### config.mk
export PLATFORM = sky130hd
export DESIGN_NAME = ether_dma_desc_list_control
export DESIGN_NICKNAME = d
export VERILOG_FILES = /design/src/hdl/edma_pkg.sv /design/src/hdl/swr_timer.sv /design/src/hdl/desc_channel.sv /design/src/hdl/ether_dma_desc_list_control.sv
export SDC_FILE = /design/constraint.sdc
export NUM_CORES = 1
export LEC_CHECK = 0
export BUFFER_PORTS_ARGS = -buffer_cell sky130_fd_sc_hd__buf_2
export CORE_MARGIN = 1.5
export CORE_UTILIZATION = 45
export CTS_CLUSTER_DIAMETER = 50
export DETAILED_ROUTE_END_ITERATION = 16
export PLACE_DENSITY = 0.69
export SYNTH_ARGS = -nofsm -noshare
export SYNTH_HDL_FRONTEND = slang
export SYNTH_HIERARCHICAL = 1
export SYNTH_SLANG_ARGS = --single-unit
### constraint.sdc
create_clock -name i_clk_sys -period 6.9 [get_ports i_clk_sys]
set_input_delay 0.345 -clock i_clk_sys [delete_from_list [all_inputs] [get_ports i_clk_sys]]
set_output_delay 0.345 -clock i_clk_sys [all_outputs]
set_load 0.005 [all_outputs]
### src/hdl/edma_pkg.sv
/*
  Shared constants for the descriptor list control block: register
  offsets, field positions, reset values, soft reset length and the
  channel state encoding.
  Assumes a byte-addressed register port with 32-bit aligned words.
*/
package edma_pkg;

    // register byte offsets
    localparam logic [7:0] MODE_OFS = 8'h00;
    localparam logic [7:0] TX_GO_OFS = 8'h08;
    localparam logic [7:0] RX_GO_OFS = 8'h10;
    localparam logic [7:0] TX_BASE_OFS = 8'h18;
    localparam logic [7:0] RX_BASE_OFS = 8'h20;
    localparam logic [7:0] STAT_OFS = 8'h24;

    // field positions
    localparam int GO_BIT = 0;
    localparam int SWR_BIT = 0;
    localparam int DL_LSB = 4;
    localparam int ST_TX_READY = 0;
    localparam int ST_RX_READY = 1;
    localparam int ST_RX_FAULT = 2;
    localparam int ST_SWR_BUSY = 3;

    // values after reset and encodings
    localparam logic [31:0] REG_RST = 32'h0000_0000;
    localparam logic [1:0] DL_RST = 2'h0;
    localparam logic [1:0] DL_PROHIB = 2'h3;
    localparam logic [6:0] DESC_MIN_LEN = 7'h10;

    // soft reset length in bus clock cycles
    localparam int SWR_CYCLES = 64;

    typedef enum logic [2:0]
    {
        CH_IDLE = 3'b001,
        CH_FETCH = 3'b010,
        CH_SERVE = 3'b100
    } ch_state_t;

endpackage

### src/hdl/swr_timer.sv
/*
  Soft reset timer: a start pulse holds the busy flag for a fixed
  number of bus clock cycles, then it drops by itself.
  Assumes a synchronised active-low reset.
*/
`timescale 1ns/10ps
module swr_timer
    import edma_pkg::*;
#(
    parameter int CYCLES = SWR_CYCLES
)
(
    // clock and reset
    input wire logic i_clk_sys,
    input wire logic i_rst_n,
    // control
    input wire logic i_start,
    output logic o_busy_r
);
    localparam int CW = $clog2(CYCLES + 1);

    logic [CW-1:0] cnt_r;

    if (CYCLES < 1)
    begin : g_chk
        $error("swr_timer needs at least one cycle");
    end

    // busy for exactly CYCLES cycles after a start
    always_ff @(posedge i_clk_sys or negedge i_rst_n)
    begin
        if (!i_rst_n)
        begin
            o_busy_r <= 1'b0;
            cnt_r <= '0;
        end
        else if (i_start && !o_busy_r)
        begin
            o_busy_r <= 1'b1;
            cnt_r <= CW'(CYCLES - 1);
        end
        else if (o_busy_r)
        begin
            if (cnt_r == '0)
                o_busy_r <= 1'b0;
            else
                cnt_r <= cnt_r - 1'b1;
        end
    end

endmodule // swr_timer

### src/hdl/desc_channel.sv
/*
  One descriptor list walker: fetches the descriptor at the current
  pointer, serves it while active, advances by one descriptor length
  when the partner reports the buffer done, halts on an inactive one.
  Assumes the owner arbitrates the shared fetch port.
*/
`timescale 1ns/10ps
module desc_channel
    import edma_pkg::*;
#(
    parameter int STOPPABLE = 0
)
(
    // clock and reset
    input wire logic i_clk_sys,
    input wire logic i_rst_n,
    input wire logic i_srst,
    // control from registers
    input wire logic i_go,
    input wire logic i_load,
    input wire logic [31:0] i_base,
    input wire logic [6:0] i_len,
    // fetch port
    input wire logic i_ack,
    input wire logic i_active,
    output logic o_req,
    output logic o_halt,
    output logic [31:0] o_ptr,
    // partner side
    input wire logic i_done,
    output logic o_serve_r,
    output logic o_start_r
);
    ch_state_t state_r;
    ch_state_t state_nxt;
    logic stop;

    if (STOPPABLE > 1)
    begin : g_chk
        $error("desc_channel STOPPABLE must be 0 or 1");
    end

    assign stop = (STOPPABLE == 1) && !i_go;
    assign o_req = (state_r == CH_FETCH);
    assign o_halt = (state_r == CH_FETCH) && i_ack && !i_active && !stop;

    // next state of the walk
    always_comb
    begin
        state_nxt = state_r;
        case (state_r)
            CH_IDLE:
                if (i_go)
                    state_nxt = CH_FETCH;
            CH_FETCH:
                if (stop)
                    state_nxt = CH_IDLE;
                else if (i_ack)
                    state_nxt = i_active ? CH_SERVE : CH_IDLE;
            CH_SERVE:
                if (stop)
                    state_nxt = CH_IDLE;
                else if (i_done)
                    state_nxt = CH_FETCH;
            default:
                state_nxt = CH_IDLE;
        endcase
    end

    // state, serve level and start pulse
    always_ff @(posedge i_clk_sys or negedge i_rst_n)
    begin
        if (!i_rst_n)
        begin
            state_r <= CH_IDLE;
            o_serve_r <= 1'b0;
            o_start_r <= 1'b0;
        end
        else if (i_srst)
        begin
            state_r <= CH_IDLE;
            o_serve_r <= 1'b0;
            o_start_r <= 1'b0;
        end
        else
        begin
            state_r <= state_nxt;
            o_serve_r <= (state_nxt == CH_SERVE);
            o_start_r <= (state_r == CH_FETCH) && (state_nxt == CH_SERVE);
        end
    end

    // pointer: reload from base, step one descriptor per buffer
    always_ff @(posedge i_clk_sys or negedge i_rst_n)
    begin
        if (!i_rst_n)
            o_ptr <= REG_RST;
        else if (i_srst || i_load)
            o_ptr <= i_base;
        else if (state_r == CH_SERVE && i_done && !stop)
            o_ptr <= o_ptr + {25'h0, i_len};
    end

endmodule // desc_channel

### src/hdl/ether_dma_desc_list_control.sv
/*
  Descriptor list control of the ethernet dma unit: request bits,
  list bases, descriptor size and soft reset, one list walker per
  direction and a shared descriptor fetch port.
  Assumes the mac core and memory logic run on i_clk_sys, so their
  inputs need no synchronising; i_arst_n is asynchronous.
*/
// Operation
// writing 1 to send_go_bit fetches current tx descriptor, sends if active.
// after each sent frame, fetch next tx descriptor, continue while active.
// inactive tx descriptor clears send_go_bit and halts transmit channel.
// writing 0 to send_go_bit does not stop transmission.
// receive_go_bit set fetches rx descriptor; active one makes engine ready.
// after a receive buffer fills, fetch next rx descriptor for next frame.
// inactive rx descriptor clears receive_go_bit and halts receive channel.
// receive_go_bit at 0 disables the receive function.
// clearing reception mid-frame corrupts pointers; soft reset needed to recover.
// software stops mac_rx_enable, awaits write-back, then clears receive_go_bit.
// tx_list_base low bits zero per descriptor size: 4, 5 or 6.
// rx_list_base low bits zero per descriptor size: 4, 5 or 6.
// tx_list_base written only while send_go_bit reads 0.
// rx_list_base written only while receive_go_bit reads 0.
// bits 31 to 1 of both request registers read as zero.
// descriptor_size_field 00/01/10 gives 16/32/64 bytes; 11 prohibited.
// soft_reset_bit resets engine except bases for 64 cycles, self-clears.
`timescale 1ns/10ps
module ether_dma_desc_list_control
    import edma_pkg::*;
(
    // clock and reset
    input wire logic i_clk_sys,
    input wire logic i_arst_n,
    // register port
    input wire logic [7:0] i_addr,
    input wire logic [31:0] i_wdata,
    input wire logic i_wr,
    input wire logic i_rd,
    output logic [31:0] o_rdata,
    // descriptor fetch port
    output logic o_fetch_req,
    output logic [31:0] o_fetch_addr,
    input wire logic i_fetch_ack,
    input wire logic i_fetch_active,
    // mac core, transmit
    output logic o_tx_start,
    input wire logic i_tx_done,
    // mac core, receive
    output logic o_rx_ready,
    input wire logic i_rx_buf_done,
    input wire logic i_rx_frame_busy,
    // mac core reset
    output logic o_mac_srst
);
    logic rst_sync_r;
    logic rst_n_r;
    logic srst;
    logic wr_ok;
    logic swr_start;
    logic [1:0] dl_r;
    logic [6:0] desc_len;
    logic tx_go_r;
    logic rx_go_r;
    logic rx_fault_r;
    logic [31:0] tx_base_r;
    logic [31:0] rx_base_r;
    logic tx_load_r;
    logic rx_load_r;
    logic gnt_rx_r;
    logic tx_req;
    logic rx_req;
    logic tx_ack;
    logic rx_ack;
    logic tx_halt;
    logic rx_halt;
    logic [31:0] tx_ptr;
    logic [31:0] rx_ptr;
    logic tx_serve;
    logic rx_serve;
    logic tx_start;
    logic rx_start;
    logic [31:0] rd_val;

    // reset release through two flops
    always_ff @(posedge i_clk_sys or negedge i_arst_n)
    begin
        if (!i_arst_n)
        begin
            rst_sync_r <= 1'b0;
            rst_n_r <= 1'b0;
        end
        else
        begin
            rst_sync_r <= 1'b1;
            rst_n_r <= rst_sync_r;
        end
    end

    // writes refused while the soft reset runs
    assign wr_ok = i_wr && !srst;
    assign swr_start = wr_ok && (i_addr == MODE_OFS) && i_wdata[SWR_BIT];

    // soft reset period
    swr_timer #(
        .CYCLES(SWR_CYCLES)
    ) u_swr (
        .i_clk_sys(i_clk_sys),
        .i_rst_n(rst_n_r),
        .i_start(swr_start),
        .o_busy_r(srst)
    );

    // descriptor size field, prohibited code keeps old value
    always_ff @(posedge i_clk_sys or negedge rst_n_r)
    begin
        if (!rst_n_r)
            dl_r <= DL_RST;
        else if (srst)
            dl_r <= DL_RST;
        else if (wr_ok && i_addr == MODE_OFS &&
                 i_wdata[DL_LSB+1:DL_LSB] != DL_PROHIB)
            dl_r <= i_wdata[DL_LSB+1:DL_LSB];
    end

    // 16, 32 or 64 bytes
    assign desc_len = DESC_MIN_LEN << dl_r;

    // send-go: software sets, an inactive descriptor or the soft reset clears
    always_ff @(posedge i_clk_sys or negedge rst_n_r)
    begin
        if (!rst_n_r)
            tx_go_r <= 1'b0;
        else if (srst)
            tx_go_r <= 1'b0;
        else if (wr_ok && i_addr == TX_GO_OFS && i_wdata[GO_BIT])
            tx_go_r <= 1'b1;
        else if (tx_halt)
            tx_go_r <= 1'b0;
    end

    // receive-go: software writes either way, inactive descriptor clears
    always_ff @(posedge i_clk_sys or negedge rst_n_r)
    begin
        if (!rst_n_r)
            rx_go_r <= 1'b0;
        else if (srst)
            rx_go_r <= 1'b0;
        else if (wr_ok && i_addr == RX_GO_OFS)
            rx_go_r <= i_wdata[GO_BIT];
        else if (rx_halt)
            rx_go_r <= 1'b0;
    end

    // receive disabled mid-frame: pointers no longer trusted
    always_ff @(posedge i_clk_sys or negedge rst_n_r)
    begin
        if (!rst_n_r)
            rx_fault_r <= 1'b0;
        else if (srst)
            rx_fault_r <= 1'b0;
        else if (wr_ok && i_addr == RX_GO_OFS && !i_wdata[GO_BIT] &&
                 rx_go_r && i_rx_frame_busy)
            rx_fault_r <= 1'b1;
    end

    // list bases survive the soft reset
    always_ff @(posedge i_clk_sys or negedge rst_n_r)
    begin
        if (!rst_n_r)
        begin
            tx_base_r <= REG_RST;
            rx_base_r <= REG_RST;
            tx_load_r <= 1'b0;
            rx_load_r <= 1'b0;
        end
        else
        begin
            tx_load_r <= wr_ok && (i_addr == TX_BASE_OFS);
            rx_load_r <= wr_ok && (i_addr == RX_BASE_OFS);
            if (wr_ok && i_addr == TX_BASE_OFS)
                tx_base_r <= i_wdata;
            if (wr_ok && i_addr == RX_BASE_OFS)
                rx_base_r <= i_wdata;
        end
    end

    // shared fetch port, transmit first
    always_ff @(posedge i_clk_sys or negedge rst_n_r)
    begin
        if (!rst_n_r)
        begin
            o_fetch_req <= 1'b0;
            o_fetch_addr <= REG_RST;
            gnt_rx_r <= 1'b0;
        end
        else if (!o_fetch_req)
        begin
            if (tx_req)
            begin
                o_fetch_req <= 1'b1;
                o_fetch_addr <= tx_ptr;
                gnt_rx_r <= 1'b0;
            end
            else if (rx_req)
            begin
                o_fetch_req <= 1'b1;
                o_fetch_addr <= rx_ptr;
                gnt_rx_r <= 1'b1;
            end
        end
        else if (i_fetch_ack)
            o_fetch_req <= 1'b0;
    end

    assign tx_ack = i_fetch_ack && o_fetch_req && !gnt_rx_r;
    assign rx_ack = i_fetch_ack && o_fetch_req && gnt_rx_r;

    // transmit walker, software can stop it only through the soft reset
    desc_channel #(
        .STOPPABLE(0)
    ) u_tx (
        .i_clk_sys(i_clk_sys),
        .i_rst_n(rst_n_r),
        .i_srst(srst),
        .i_go(tx_go_r),
        .i_load(tx_load_r),
        .i_base(tx_base_r),
        .i_len(desc_len),
        .i_ack(tx_ack),
        .i_active(i_fetch_active),
        .o_req(tx_req),
        .o_halt(tx_halt),
        .o_ptr(tx_ptr),
        .i_done(i_tx_done),
        .o_serve_r(tx_serve),
        .o_start_r(tx_start)
    );

    // receive walker, dropped when receive-go falls or pointers broke
    desc_channel #(
        .STOPPABLE(1)
    ) u_rx (
        .i_clk_sys(i_clk_sys),
        .i_rst_n(rst_n_r),
        .i_srst(srst),
        .i_go(rx_go_r && !rx_fault_r),
        .i_load(rx_load_r),
        .i_base(rx_base_r),
        .i_len(desc_len),
        .i_ack(rx_ack),
        .i_active(i_fetch_active),
        .o_req(rx_req),
        .o_halt(rx_halt),
        .o_ptr(rx_ptr),
        .i_done(i_rx_buf_done),
        .o_serve_r(rx_serve),
        .o_start_r(rx_start)
    );

    assign o_tx_start = tx_start;
    assign o_rx_ready = rx_serve;
    assign o_mac_srst = srst;

    // read mux, unused bits zero
    always_comb
    begin
        rd_val = REG_RST;
        case (i_addr)
            MODE_OFS:
                rd_val[DL_LSB+1:DL_LSB] = dl_r;
            TX_GO_OFS:
                rd_val[GO_BIT] = tx_go_r;
            RX_GO_OFS:
                rd_val[GO_BIT] = rx_go_r;
            TX_BASE_OFS:
                rd_val = tx_base_r;
            RX_BASE_OFS:
                rd_val = rx_base_r;
            STAT_OFS:
            begin
                rd_val[ST_TX_READY] = tx_serve;
                rd_val[ST_RX_READY] = rx_serve;
                rd_val[ST_RX_FAULT] = rx_fault_r;
                rd_val[ST_SWR_BUSY] = srst;
            end
            default:
                rd_val = REG_RST;
        endcase
    end

    // read data stands one cycle after the strobe only
    always_ff @(posedge i_clk_sys or negedge rst_n_r)
    begin
        if (!rst_n_r)
            o_rdata <= REG_RST;
        else
            o_rdata <= i_rd ? rd_val : REG_RST;
    end

    // checks on the walk and the registers
    a_tx_go_fetch:
    assert property (@(posedge i_clk_sys) disable iff (!rst_n_r)
        $rose(tx_go_r) && !srst |-> ##[0:2] tx_req)
    else $error("send-go did not lead to a descriptor fetch");

    a_tx_active_start:
    assert property (@(posedge i_clk_sys) disable iff (!rst_n_r)
        tx_ack && i_fetch_active && !srst |=> o_tx_start ##1 !o_tx_start)
    else $error("active tx descriptor gave no single start pulse");

    a_tx_next_desc:
    assert property (@(posedge i_clk_sys) disable iff (!rst_n_r)
        tx_serve && i_tx_done && !srst |=>
        tx_req && tx_ptr == $past(tx_ptr) + {25'h0, $past(desc_len)})
    else $error("tx did not step to the next descriptor");

    a_tx_halt_clear:
    assert property (@(posedge i_clk_sys) disable iff (!rst_n_r)
        tx_ack && !i_fetch_active && !srst && !swr_start &&
        !(i_wr && i_addr == TX_GO_OFS && i_wdata[GO_BIT])
        |=> !tx_go_r && !tx_serve)
    else $error("inactive tx descriptor did not halt transmit");

    a_tx_zero_ignored:
    assert property (@(posedge i_clk_sys) disable iff (!rst_n_r)
        tx_go_r && wr_ok && i_addr == TX_GO_OFS && !i_wdata[GO_BIT] &&
        !tx_halt && !swr_start |=> tx_go_r)
    else $error("writing 0 stopped transmission");

    a_rx_active_ready:
    assert property (@(posedge i_clk_sys) disable iff (!rst_n_r)
        rx_ack && i_fetch_active && rx_go_r && !rx_fault_r && !srst &&
        !(i_wr && i_addr == RX_GO_OFS) |=> o_rx_ready)
    else $error("active rx descriptor did not make receive ready");

    a_rx_next_desc:
    assert property (@(posedge i_clk_sys) disable iff (!rst_n_r)
        rx_serve && i_rx_buf_done && rx_go_r && !rx_fault_r && !srst
        |=> !o_rx_ready ##0 $changed(rx_ptr))
    else $error("rx did not move to the next descriptor");

    a_rx_halt_clear:
    assert property (@(posedge i_clk_sys) disable iff (!rst_n_r)
        rx_halt && !srst && !i_wr |=> !rx_go_r ##1 !o_rx_ready)
    else $error("inactive rx descriptor did not halt receive");

    a_rx_disabled:
    assert property (@(posedge i_clk_sys) disable iff (!rst_n_r)
        !rx_go_r |=> !o_rx_ready)
    else $error("receive ready while receive-go is 0");

    a_rx_fault_set:
    assert property (@(posedge i_clk_sys) disable iff (!rst_n_r)
        rx_go_r && wr_ok && i_addr == RX_GO_OFS && !i_wdata[GO_BIT] &&
        i_rx_frame_busy |=> rx_fault_r until srst)
    else $error("mid-frame receive stop not flagged");

    a_go_reserved:
    assert property (@(posedge i_clk_sys) disable iff (!rst_n_r)
        i_rd && (i_addr == TX_GO_OFS || i_addr == RX_GO_OFS)
        |=> o_rdata[31:1] == 31'h0)
    else $error("reserved request bits read nonzero");

    a_swr_length:
    assert property (@(posedge i_clk_sys) disable iff (!rst_n_r)
        $rose(srst) |-> ##63 srst ##1 !srst && !tx_go_r && !rx_go_r)
    else $error("soft reset did not last 64 cycles");

endmodule // ether_dma_desc_list_control

==> results of run 1 <==
placed cells by master, fill, tap and decap left out, types with 6 or more instances in the layout:
master                        n
sky130_fd_sc_hd__nand4_1     15
sky130_fd_sc_hd__nand3_1     18
sky130_fd_sc_hd__ha_1        16
sky130_fd_sc_hd__a31oi_1     10
sky130_fd_sc_hd__a21o_1       6
sky130_fd_sc_hd__buf_4       11
sky130_fd_sc_hd__buf_2      116
sky130_fd_sc_hd__a211oi_1     7
sky130_fd_sc_hd__mux2_1      47
sky130_fd_sc_hd__o21ai_0     84
sky130_fd_sc_hd__and3_1      16
sky130_fd_sc_hd__nand2_1    114
sky130_fd_sc_hd__and4_1       8
sky130_fd_sc_hd__xnor2_1     41
sky130_fd_sc_hd__a22oi_1     28
sky130_fd_sc_hd__nor4_1      16
sky130_fd_sc_hd__clkbuf_16   25
sky130_fd_sc_hd__nor2b_1     35
sky130_fd_sc_hd__mux2_2      21
sky130_fd_sc_hd__conb_1      11
sky130_fd_sc_hd__a21oi_1     41
sky130_fd_sc_hd__dfrtp_1    217
sky130_fd_sc_hd__inv_1       16
sky130_fd_sc_hd__mux2i_1     40
sky130_fd_sc_hd__and2_1      12
sky130_fd_sc_hd__nor3_1      22
sky130_fd_sc_hd__nor2_1      41
sky130_fd_sc_hd__xor2_1       6
sequential cells by signal, summed over array words and instances, names as in the netlist, 2 cells and up:
register and flops:
tx_base_r 32, u_tx/state_r 3, u_tx/o_ptr 32, o_fetch_addr 32, u_swr/cnt_r 7, rx_base_r 32, u_rx/o_ptr 32, dl_r 2
u_rx/state_r 3, o_rdata 32
worst max-delay path, stage by stage (launching register included):
cell	delay (ns)
sky130_fd_sc_hd__dfrtp_1	0.44
sky130_fd_sc_hd__nor2b_1	0.25
sky130_fd_sc_hd__ha_1	0.35
sky130_fd_sc_hd__a21o_1	0.22
sky130_fd_sc_hd__o21ai_1	0.61
sky130_fd_sc_hd__a2111oi_4	0.25
sky130_fd_sc_hd__and3_1	0.26
sky130_fd_sc_hd__o31a_1	0.23
per-layer routing:
layer / global-route usage (%) / part of all wire [%] / vias up
met1: 34.0 / 48 / 4142
li1: - / - / 3939
met5: 0 / 0 / -
met3: 3.78 / 7.8 / 31
met2: 31.2 / 42 / 307
met4: 4.29 / 1.4 / 0
worst paths after layout:
| path | from | cells after the start | slack [ns] | to |
|---|---|---|---|---|
| worst max register to register | dl_r[0] | 7 | 4.19 | u_tx/o_ptr[30] |
| worst min register to register | rst_sync_r | 0 | 0.35 | rst_n_r |
| worst min-delay path | i_wdata[25] | 2 | 0.05 | rx_base_r[25] |
| min in group asynchronous | i_arst_n | 2 | 0.12 | rst_n_r |
| worst max-delay path | dl_r[0] | 7 | 4.19 | u_tx/o_ptr[30] |
| max in group asynchronous | rst_n_r | 1 | 5.20 | u_rx/state_r[2] |
power by group:
part           switching (mW)  internal (mW)  total [mW]
logic                   0.407          0.333       0.740
clock network           0.525          0.891        1.42
registers               0.246           1.48        1.73
total                    1.18           2.71        3.88
cell type report:
| class | count | area (µm²) | area share [%] |
|---|---|---|---|
| inverter | 17 | 63.8 | 0.501 |
| timing repair buffer | 128 | 673 | 5.28 |
| multi-input combinational | 753 | 5200 | 40.8 |
| sequential | 220 | 5510 | 43.2 |
| clock buffer | 31 | 688 | 5.40 |
| clock inverter | 12 | 198 | 1.55 |
| tap | 324 | 405 | 3.18 |
==> flow_summary.yaml, run 1 <==
critical_path:
  timing.critical_path.fanout_max: 9
  timing.critical_path.arrival_ns: 3.12
  setup.worst_path.end_class: "flip-flop"
  worst_setup_path_start_kind: "flip-flop"
  critical_path_required_ns: 7.31
  timing_worst_setup_path_type: "flip-flop to flip-flop"
timing:
  min_period_over_period_pct: 39.3
  slew_violations: 0
  worst_clock_skew_ns: 0.0239
  period_needed_ns: 2.71
  finalSetupViolCount: 0
  tightest_slew_ns: 1.19
  max_freq_mhz: 369
  setup_ws_ns: 4.19
  worst_slew_slack_as_a_fraction_of_its_limit_pct: 20.6
  rsz0062_at_grt: "no"
  hold_viol_final: 0
  fin_hold_ws_ns: 0.0462
  fin_tns_setup_ns: 0
grt:
  wire_length_of_the_first_global_routing_pass_mm: 44.3
  track_usage_pct: 21.6
  globalRoute.totalOverflow: 0
  first_global_vias: 8167
  grt_max_degree: 70
  grt_antenna_before_repair: 0
floorplanning:
  num_rows: 57
  floorplan.initialDensity_pct: 45.5
  die-area_um2: 25400
  chipWidth_um: 159
  die_height_um: 159
  io-pin-count: 117
  core_area_um2: 24200
yosys:
  post_synth_inst_count: 1038
  postSynthAreaPerCell_um2: 10.6
  syn_area_um2: 11000
  synth-warning-count: 6
place:
  post-place-cells: 1441
  numPortBuffers: 116
  postPlaceCellArea_um2: 11800
  dp_slack_ns: 3.67
  dp_hpwl_mm: 19.7
  gp_congestion: 0.871
power:
  power.density_cell_area_nw_per_um2: 305
  peak_supply_drop_mv: 0.200
  power.leakage_nw: 5.71
  total_power_mw: 3.88
clocking:
  cts_tree: "done"
  clk_latency_worst_skew_pair_ns: 0.53
  clock_tree_root: "sky130_fd_sc_hd__clkbuf_16"
  post_cts_buffers: 0
  clk_pin_slew_ns: 0.06
  htreeDepth: 1
  cts_max_path_buffers: 3
  cts-buffers-inserted: 24
  cts_hold_repair.buffers: 1
  post_cts_resize_count: 0
  cts_sinks: 220
drt:
  detail_route.wirelength_mm: 27.5
  drt-pass1-iter-count: 6
  drt-wirelength-per-cell_um: 18.5
  drt_iter0_markers: 704
  detailroute.via_count: 8419
  ant_nets: 0
  vias_per_cell: 5.67
  drc_errors: 0
flow_run:
  drv_cap: 0
final_layout:
  drive_gt1_share_pct: 19.3
  antenna-diode-count: 0
  nNetsFinal: 1211
  area_delta_synth_final_pct: 15.8
  fill_cells: 2162
  post_route_design_area_um2: 12700
  post-route-util_pct: 52.7
  stdcell_count: 1485
outcome:
  status: "completed"
worst_hold_path:
  worst_hold_path_type: "primary input to flip-flop"
Power figures use the tool's default switching activity.
==> inputs of run 2 (changes only) <==
- PLACE_DENSITY: 0.69 -> 0.67
- clock period: 6.9 -> 2.7 ns (I/O delays scaled with it)
==> flow_summary.yaml, run 2 (synthesized netlist as in run 1, its figures left out) <==
outcome:
  status: "completed"
grt:
  track_usage_pct: 23.0
  globalRoute.totalOverflow: 0
  grt_antenna_before_repair: 0
  first_global_vias: 8550
  grt_max_degree: 87
  wire_length_of_the_first_global_routing_pass_mm: 47.0
timing:
  finalSetupViolCount: 0
  min_period_over_period_pct: 89.7
  hold_viol_final: 0
  slew_violations: 0
  fin_tns_setup_ns: 0
  worst_slew_slack_as_a_fraction_of_its_limit_pct: 38.2
  rsz0062_at_grt: "no"
  period_needed_ns: 2.42
  worst_clock_skew_ns: 0.0117
  setup_ws_ns: 0.278
  tightest_slew_ns: 0.924
  max_freq_mhz: 413
critical_path:
  path_cells: "nor2b_1 -> ha_1 -> a21oi_1 -> o211a_1 -> or2_1 -> or4_1 -> a31oi_1"
  critical_path.n_buffers_inverters: 0
  path_delay_family: "simple AND/OR/NAND/NOR gates"
  timing.critical_path.arrival_ns: 2.88
  timing_worst_setup_path_type: "flip-flop to flip-flop"
  critical_path_required_ns: 3.15
  timing.critical_path.fanout_max: 11
  critical_path.max_stage_delay_ns: 0.47
  critical_path.startpoint: "dl_r[0]"
  worstReg2RegStart: "dl_r[0]"
  worst_setup_path_start_kind: "flip-flop"
  setup.worst_path.end_class: "flip-flop"
  cpMaxStageDelayCell: "sky130_fd_sc_hd__or4_1"
power:
  power.leakage_nw: 6.04
  total_power_mw: 10.3
  power.density_cell_area_nw_per_um2: 767
  peak_supply_drop_mv: 0.489
final_layout:
  layout_common_cells: "sky130_fd_sc_hd__dfrtp_1 (217), sky130_fd_sc_hd__buf_2 (116), sky130_fd_sc_hd__nand2_1 (114), sky130_fd_sc_hd__o21ai_0 (84), sky130_fd_sc_hd__mux2_1 (47)"
  layout_commonest_cell: "sky130_fd_sc_hd__dfrtp_1"
  antenna-diode-count: 0
  drive_gt1_share_pct: 20.5
  nNetsFinal: 1278
  area_delta_synth_final_pct: 22.2
floorplanning:
  floorplan.initialDensity_pct: 45.5
  core_area_um2: 24200
  chipWidth_um: 159
  die_height_um: 159
  num_rows: 57
  io-pin-count: 117
  die-area_um2: 25400
clocking:
  cts_sinks: 220
  cts_max_path_buffers: 3
  post_cts_resize_count: 0
  clk_latency_worst_skew_pair_ns: 0.54
  post_cts_buffers: 0
  clk_pin_slew_ns: 0.06
  cts_tree: "done"
  cts-buffers-inserted: 29
  htreeDepth: 1
  clock_tree_root: "sky130_fd_sc_hd__clkbuf_16"
flow_run:
  drv_cap: 0
drt:
  drt-wirelength-per-cell_um: 18.8
  drt-pass1-iter-count: 5
  vias_per_cell: 5.65
  detailroute.via_count: 8788
  ant_nets: 0
  drc_errors: 0
  detail_route.wirelength_mm: 29.2
  drt_iter0_markers: 567
place:
  numPortBuffers: 116
  dp_slack_ns: 0.327
  gp_congestion: 0.917
  dp_hpwl_mm: 20.6
worst_hold_path:
  worst_hold_path_type: "primary input to flip-flop"
  hold_start: "i_addr[1]"
## run 2: cell types whose count changed in the layout (fill, tap and decap cells not counted), sizes merged
| cell | change |
|---|---|
| clkbuf | +3 |
| bufinv | -3 |
| clkinvlp | +1 |
| dlygate4sd3 | +43 |
| buf | +19 |
| clkinv | +2 |
| inv | +6 |
## run 2: final timing paths
| path | end | slack [ns] | depth (start not counted) |
|---|---|---|---|
| max | u_rx/o_ptr[22] | 0.28 | 7 |
| max reg2reg | u_rx/o_ptr[22] | 0.28 | 7 |
| min reg2reg | tx_base_r[19] | 0.25 | 0 |
| min in group asynchronous | tx_base_r[19] | 0.25 | 0 |
| min | rx_go_r | 0.02 | 4 |
| max in group asynchronous | o_fetch_addr[7] | 1.66 | 1 |
## run 2: stage by stage
stage                     util, %  std cells  hold slack (ns)  area, µm²
after detailed placement     49.7       1460          -0.0773      12000
final                        55.6       1556           0.0191      13400
after CTS                    55.6       1556          0.00129      13400
after global placement       49.7       1460          -0.0799      12000
after global routing         55.6       1556           0.0367      13400
after floorplan                 -       1047           -0.161      11000
## run 2: timing repair
| action | 4_1_cts | 5_1_grt |
|---|---|---|
| endpoints found under the hold margin | 77 | 0 |
| endpoints found under the setup margin | 0 | 0 |
| hold buffers | 44 | 0 |
## run 2: power breakdown
group	switching, mW	internal (mW)	total (mW)
Sequential	0.676	3.79	4.46
Clock	1.55	2.31	3.86
Combinational	1.07	0.928	1.99
## run 2: worst register-to-register path: cells and delay by family, from the launching register on
kind	cells	cell delay, ns
simple gates	3	0.98
compound gates	3	0.57
flops	1	0.42
fa+ha+maj	1	0.37
## run 2: area by class of cell
| type | count | area (µm²) |
|---|---|---|
| flip-flops and latches | 220 | 5510 |
| clock inverters | 18 | 191 |
| fillers | 2059 | 10700 |
| repair buffers | 190 | 1280 |
| multi-input cells | 753 | 5200 |
| clock buffers | 34 | 785 |
| inverters | 17 | 63.8 |
| well taps | 324 | 405 |
## run 2: layer usage
layer | share of wire [%] | routed length, µm | track usage, %
met1 | 50 | 14500 | 36.1
met2 | 43 | 12500 | 33.7
met3 | 6.5 | 1890 | 3.33
met4 | 1.1 | 333 | 4.63
met5 | 0 | 0 | 0
==> inputs of run 3 (changes only) <==
- CORE_UTILIZATION: 45 -> 50
- PLACE_DENSITY: 0.67 -> 0.73
==> flow_summary.yaml, run 3 (synthesized netlist as in run 1, its figures left out) <==
grt:
  track_usage_pct: 25.9
  wire_length_of_the_first_global_routing_pass_mm: 46.2
  gr-usage-met1_pct: 39.0
  groute.layer.met3.usage_pct: 4.55
  globalRoute.totalOverflow: 0
  grt_max_degree: 74
  grt_most_used_layer: "met1"
  grt_antenna_before_repair: 0
  first_global_vias: 8604
  gr-usage-met2_pct: 38.9
drt:
  ant_nets: 0
  vias_per_cell: 5.83
  drt-wirelength-per-cell_um: 19.4
  drt_iter0_markers: 787
  drc_errors: 0
  drt-pass1-iter-count: 7
  detailroute.via_count: 8760
  detail_route.wirelength_mm: 29.2
critical_path:
  critical_path.max_stage_delay_ns: 0.51
  timing.critical_path.arrival_ns: 2.99
  critPathCapture: "u_tx/o_ptr[25]"
  path_cells: "nor2b_1 -> ha_1 -> a21oi_1 -> o211a_1 -> or4_4 -> or4_1 -> a31oi_1"
  setup.worst_path.end_class: "flip-flop"
  critical_path.startpoint: "dl_r[1]"
  cpMaxStageDelayCell: "sky130_fd_sc_hd__or4_4"
  cp_num_cells: 7
  path_delay_family: "simple AND/OR/NAND/NOR gates"
  worstReg2RegStart: "dl_r[1]"
  timing.critical_path.fanout_max: 8
  timing_worst_setup_path_type: "flip-flop to flip-flop"
  critical_path.n_buffers_inverters: 0
  worst_setup_path_start_kind: "flip-flop"
  ff_to_ff_path_depth: 7
  critical_path_required_ns: 3.14
  critical_path.reg2reg.endpoint: "u_tx/o_ptr[25]"
  r2r_slack_ns: 0.16
clocking:
  cts-buffers-inserted: 26
  cts_tree: "done"
  clk_pin_slew_ns: 0.06
  cts_sinks: 220
  htreeDepth: 1
  cts_max_path_buffers: 3
  clock_tree_root: "sky130_fd_sc_hd__clkbuf_16"
  post_cts_resize_count: 0
  clk_latency_worst_skew_pair_ns: 0.53
place:
  numPortBuffers: 116
  dp_hpwl_mm: 20.4
  gp_congestion: 0.912
power:
  total_power_mw: 10.2
  peak_supply_drop_mv: 0.552
  power.density_cell_area_nw_per_um2: 765
  switching_power_mw: 3.21
  p_clk_share_pct: 36.5
  comb_power_share_pct: 19.7
  pwr-share-seq_pct: 43.8
  internal_power_mw: 6.96
  power.share.switching_pct: 31.5
  power.leakage_nw: 5.99
outcome:
  status: "completed"
timing:
  rsz0062_at_grt: "no"
  max_freq_mhz: 393
  tightest_slew_ns: 0.987
  hold_viol_final: 0
  worst_clock_skew_ns: 0.0135
  fin_tns_setup_ns: 0
  min_period_over_period_pct: 94.1
  finalSetupViolCount: 0
  period_needed_ns: 2.54
  fin_hold_ws_ns: 0.0328
  slew_violations: 0
  worst_slew_slack_as_a_fraction_of_its_limit_pct: 34.2
final_layout:
  layout_common_cells: "sky130_fd_sc_hd__dfrtp_1 (217), sky130_fd_sc_hd__buf_2 (116), sky130_fd_sc_hd__nand2_1 (114), sky130_fd_sc_hd__o21ai_0 (84), sky130_fd_sc_hd__mux2_1 (47)"
  area_delta_synth_final_pct: 20.8
  antenna-diode-count: 0
  nNetsFinal: 1269
  post-route-util_pct: 61.3
  drive_gt1_share_pct: 20.0
  layout_commonest_cell: "sky130_fd_sc_hd__dfrtp_1"
floorplanning:
  core_area_um2: 21700
  num_rows: 54
  chipWidth_um: 151
  die_height_um: 151
  die-area_um2: 22900
  io-pin-count: 117
  floorplan.initialDensity_pct: 50.7
flow_run:
  drv_cap: 0
worst_hold_path:
  worst_hold_path_type: "primary input to flip-flop"
## run 3: cell count changes in the layout (fill, tap and decap cells not counted)
cell	delta
sky130_fd_sc_hd__clkbuf_1	+1
sky130_fd_sc_hd__dlygate4sd3_1	-3
sky130_fd_sc_hd__bufinv_16	+2
sky130_fd_sc_hd__inv_6	-2
sky130_fd_sc_hd__buf_4	-4
sky130_fd_sc_hd__clkinv_2	+3
sky130_fd_sc_hd__inv_8	-2
sky130_fd_sc_hd__clkbuf_16	-2
sky130_fd_sc_hd__buf_12	+1
sky130_fd_sc_hd__clkbuf_8	-3
sky130_fd_sc_hd__clkinvlp_4	-1
## run 3: power groups by stage
stage	Combinational (mW)	Sequential (mW)	Clock, mW
after floorplan	1.41	4.28	0
after global placement	1.82	4.46	0
after detailed placement	1.88	4.49	0
after CTS	1.94	4.44	3.75
after global routing	2.23	4.53	3.91
final	2.00	4.46	3.71
## run 3: how the worst min path moves through the flow
| stage | start | end | slack, ns | depth (start not counted) |
|---|---|---|---|---|
| final | i_addr[7] | rx_go_r | 0.03 | 4 |
| after CTS | i_addr[3] | o_rdata[2] | 0.01 | 4 |
| after global routing | i_addr[7] | rx_go_r | 0.05 | 4 |
| after detailed placement | i_arst_n | rst_sync_r | -0.08 | 1 |
| after floorplan | i_arst_n | rst_sync_r | -0.16 | 0 |
| after global placement | i_arst_n | rst_sync_r | -0.08 | 1 |
## run 3: worst register-to-register path, cell delays in order (launching register included)
cell and delay [ns]:
sky130_fd_sc_hd__dfrtp_1 0.41, sky130_fd_sc_hd__nor2b_1 0.17, sky130_fd_sc_hd__ha_1 0.38, sky130_fd_sc_hd__a21oi_1 0.15, sky130_fd_sc_hd__o211a_1 0.24, sky130_fd_sc_hd__or4_4 0.51, sky130_fd_sc_hd__or4_1 0.43, sky130_fd_sc_hd__a31oi_1 0.17
## run 3: timing repair
item / in CTS / in global routing
endpoints found under the hold margin: 75 / 0
hold buffers: 41 / 0
buffers inserted: 0 / 0
## run 3: layout make-up
| class | count | area (µm²) |
|---|---|---|
| clock buffers | 30 | 697 |
| clock inverters | 18 | 219 |
| fillers | 1778 | 8400 |
| inverters | 17 | 63.8 |
| multi-input cells | 753 | 5200 |
| flip-flops and latches | 220 | 5510 |
| well taps | 280 | 350 |
| repair buffers | 184 | 1240 |
## run 3: routing by layer
layer / share of wire (%) / vias up
met5: 0 / -
met4: 1.8 / 0
met3: 9.0 / 47
met2: 43 / 378
met1: 46 / 4261
li1: - / 4074
## run 3: stage by stage
stage | cells | cell area, µm² | worst slack [ns]
4_1_cts | 1502 | 13300 | 0.202
6_report | 1502 | 13300 | 0.158
3_5_place_dp | 1413 | 12000 | 0.224
2_1_floorplan | 1047 | 11000 | 0.368
3_3_place_gp | 1413 | 12000 | 0.291
5_1_grt | 1502 | 13300 | 0.0898
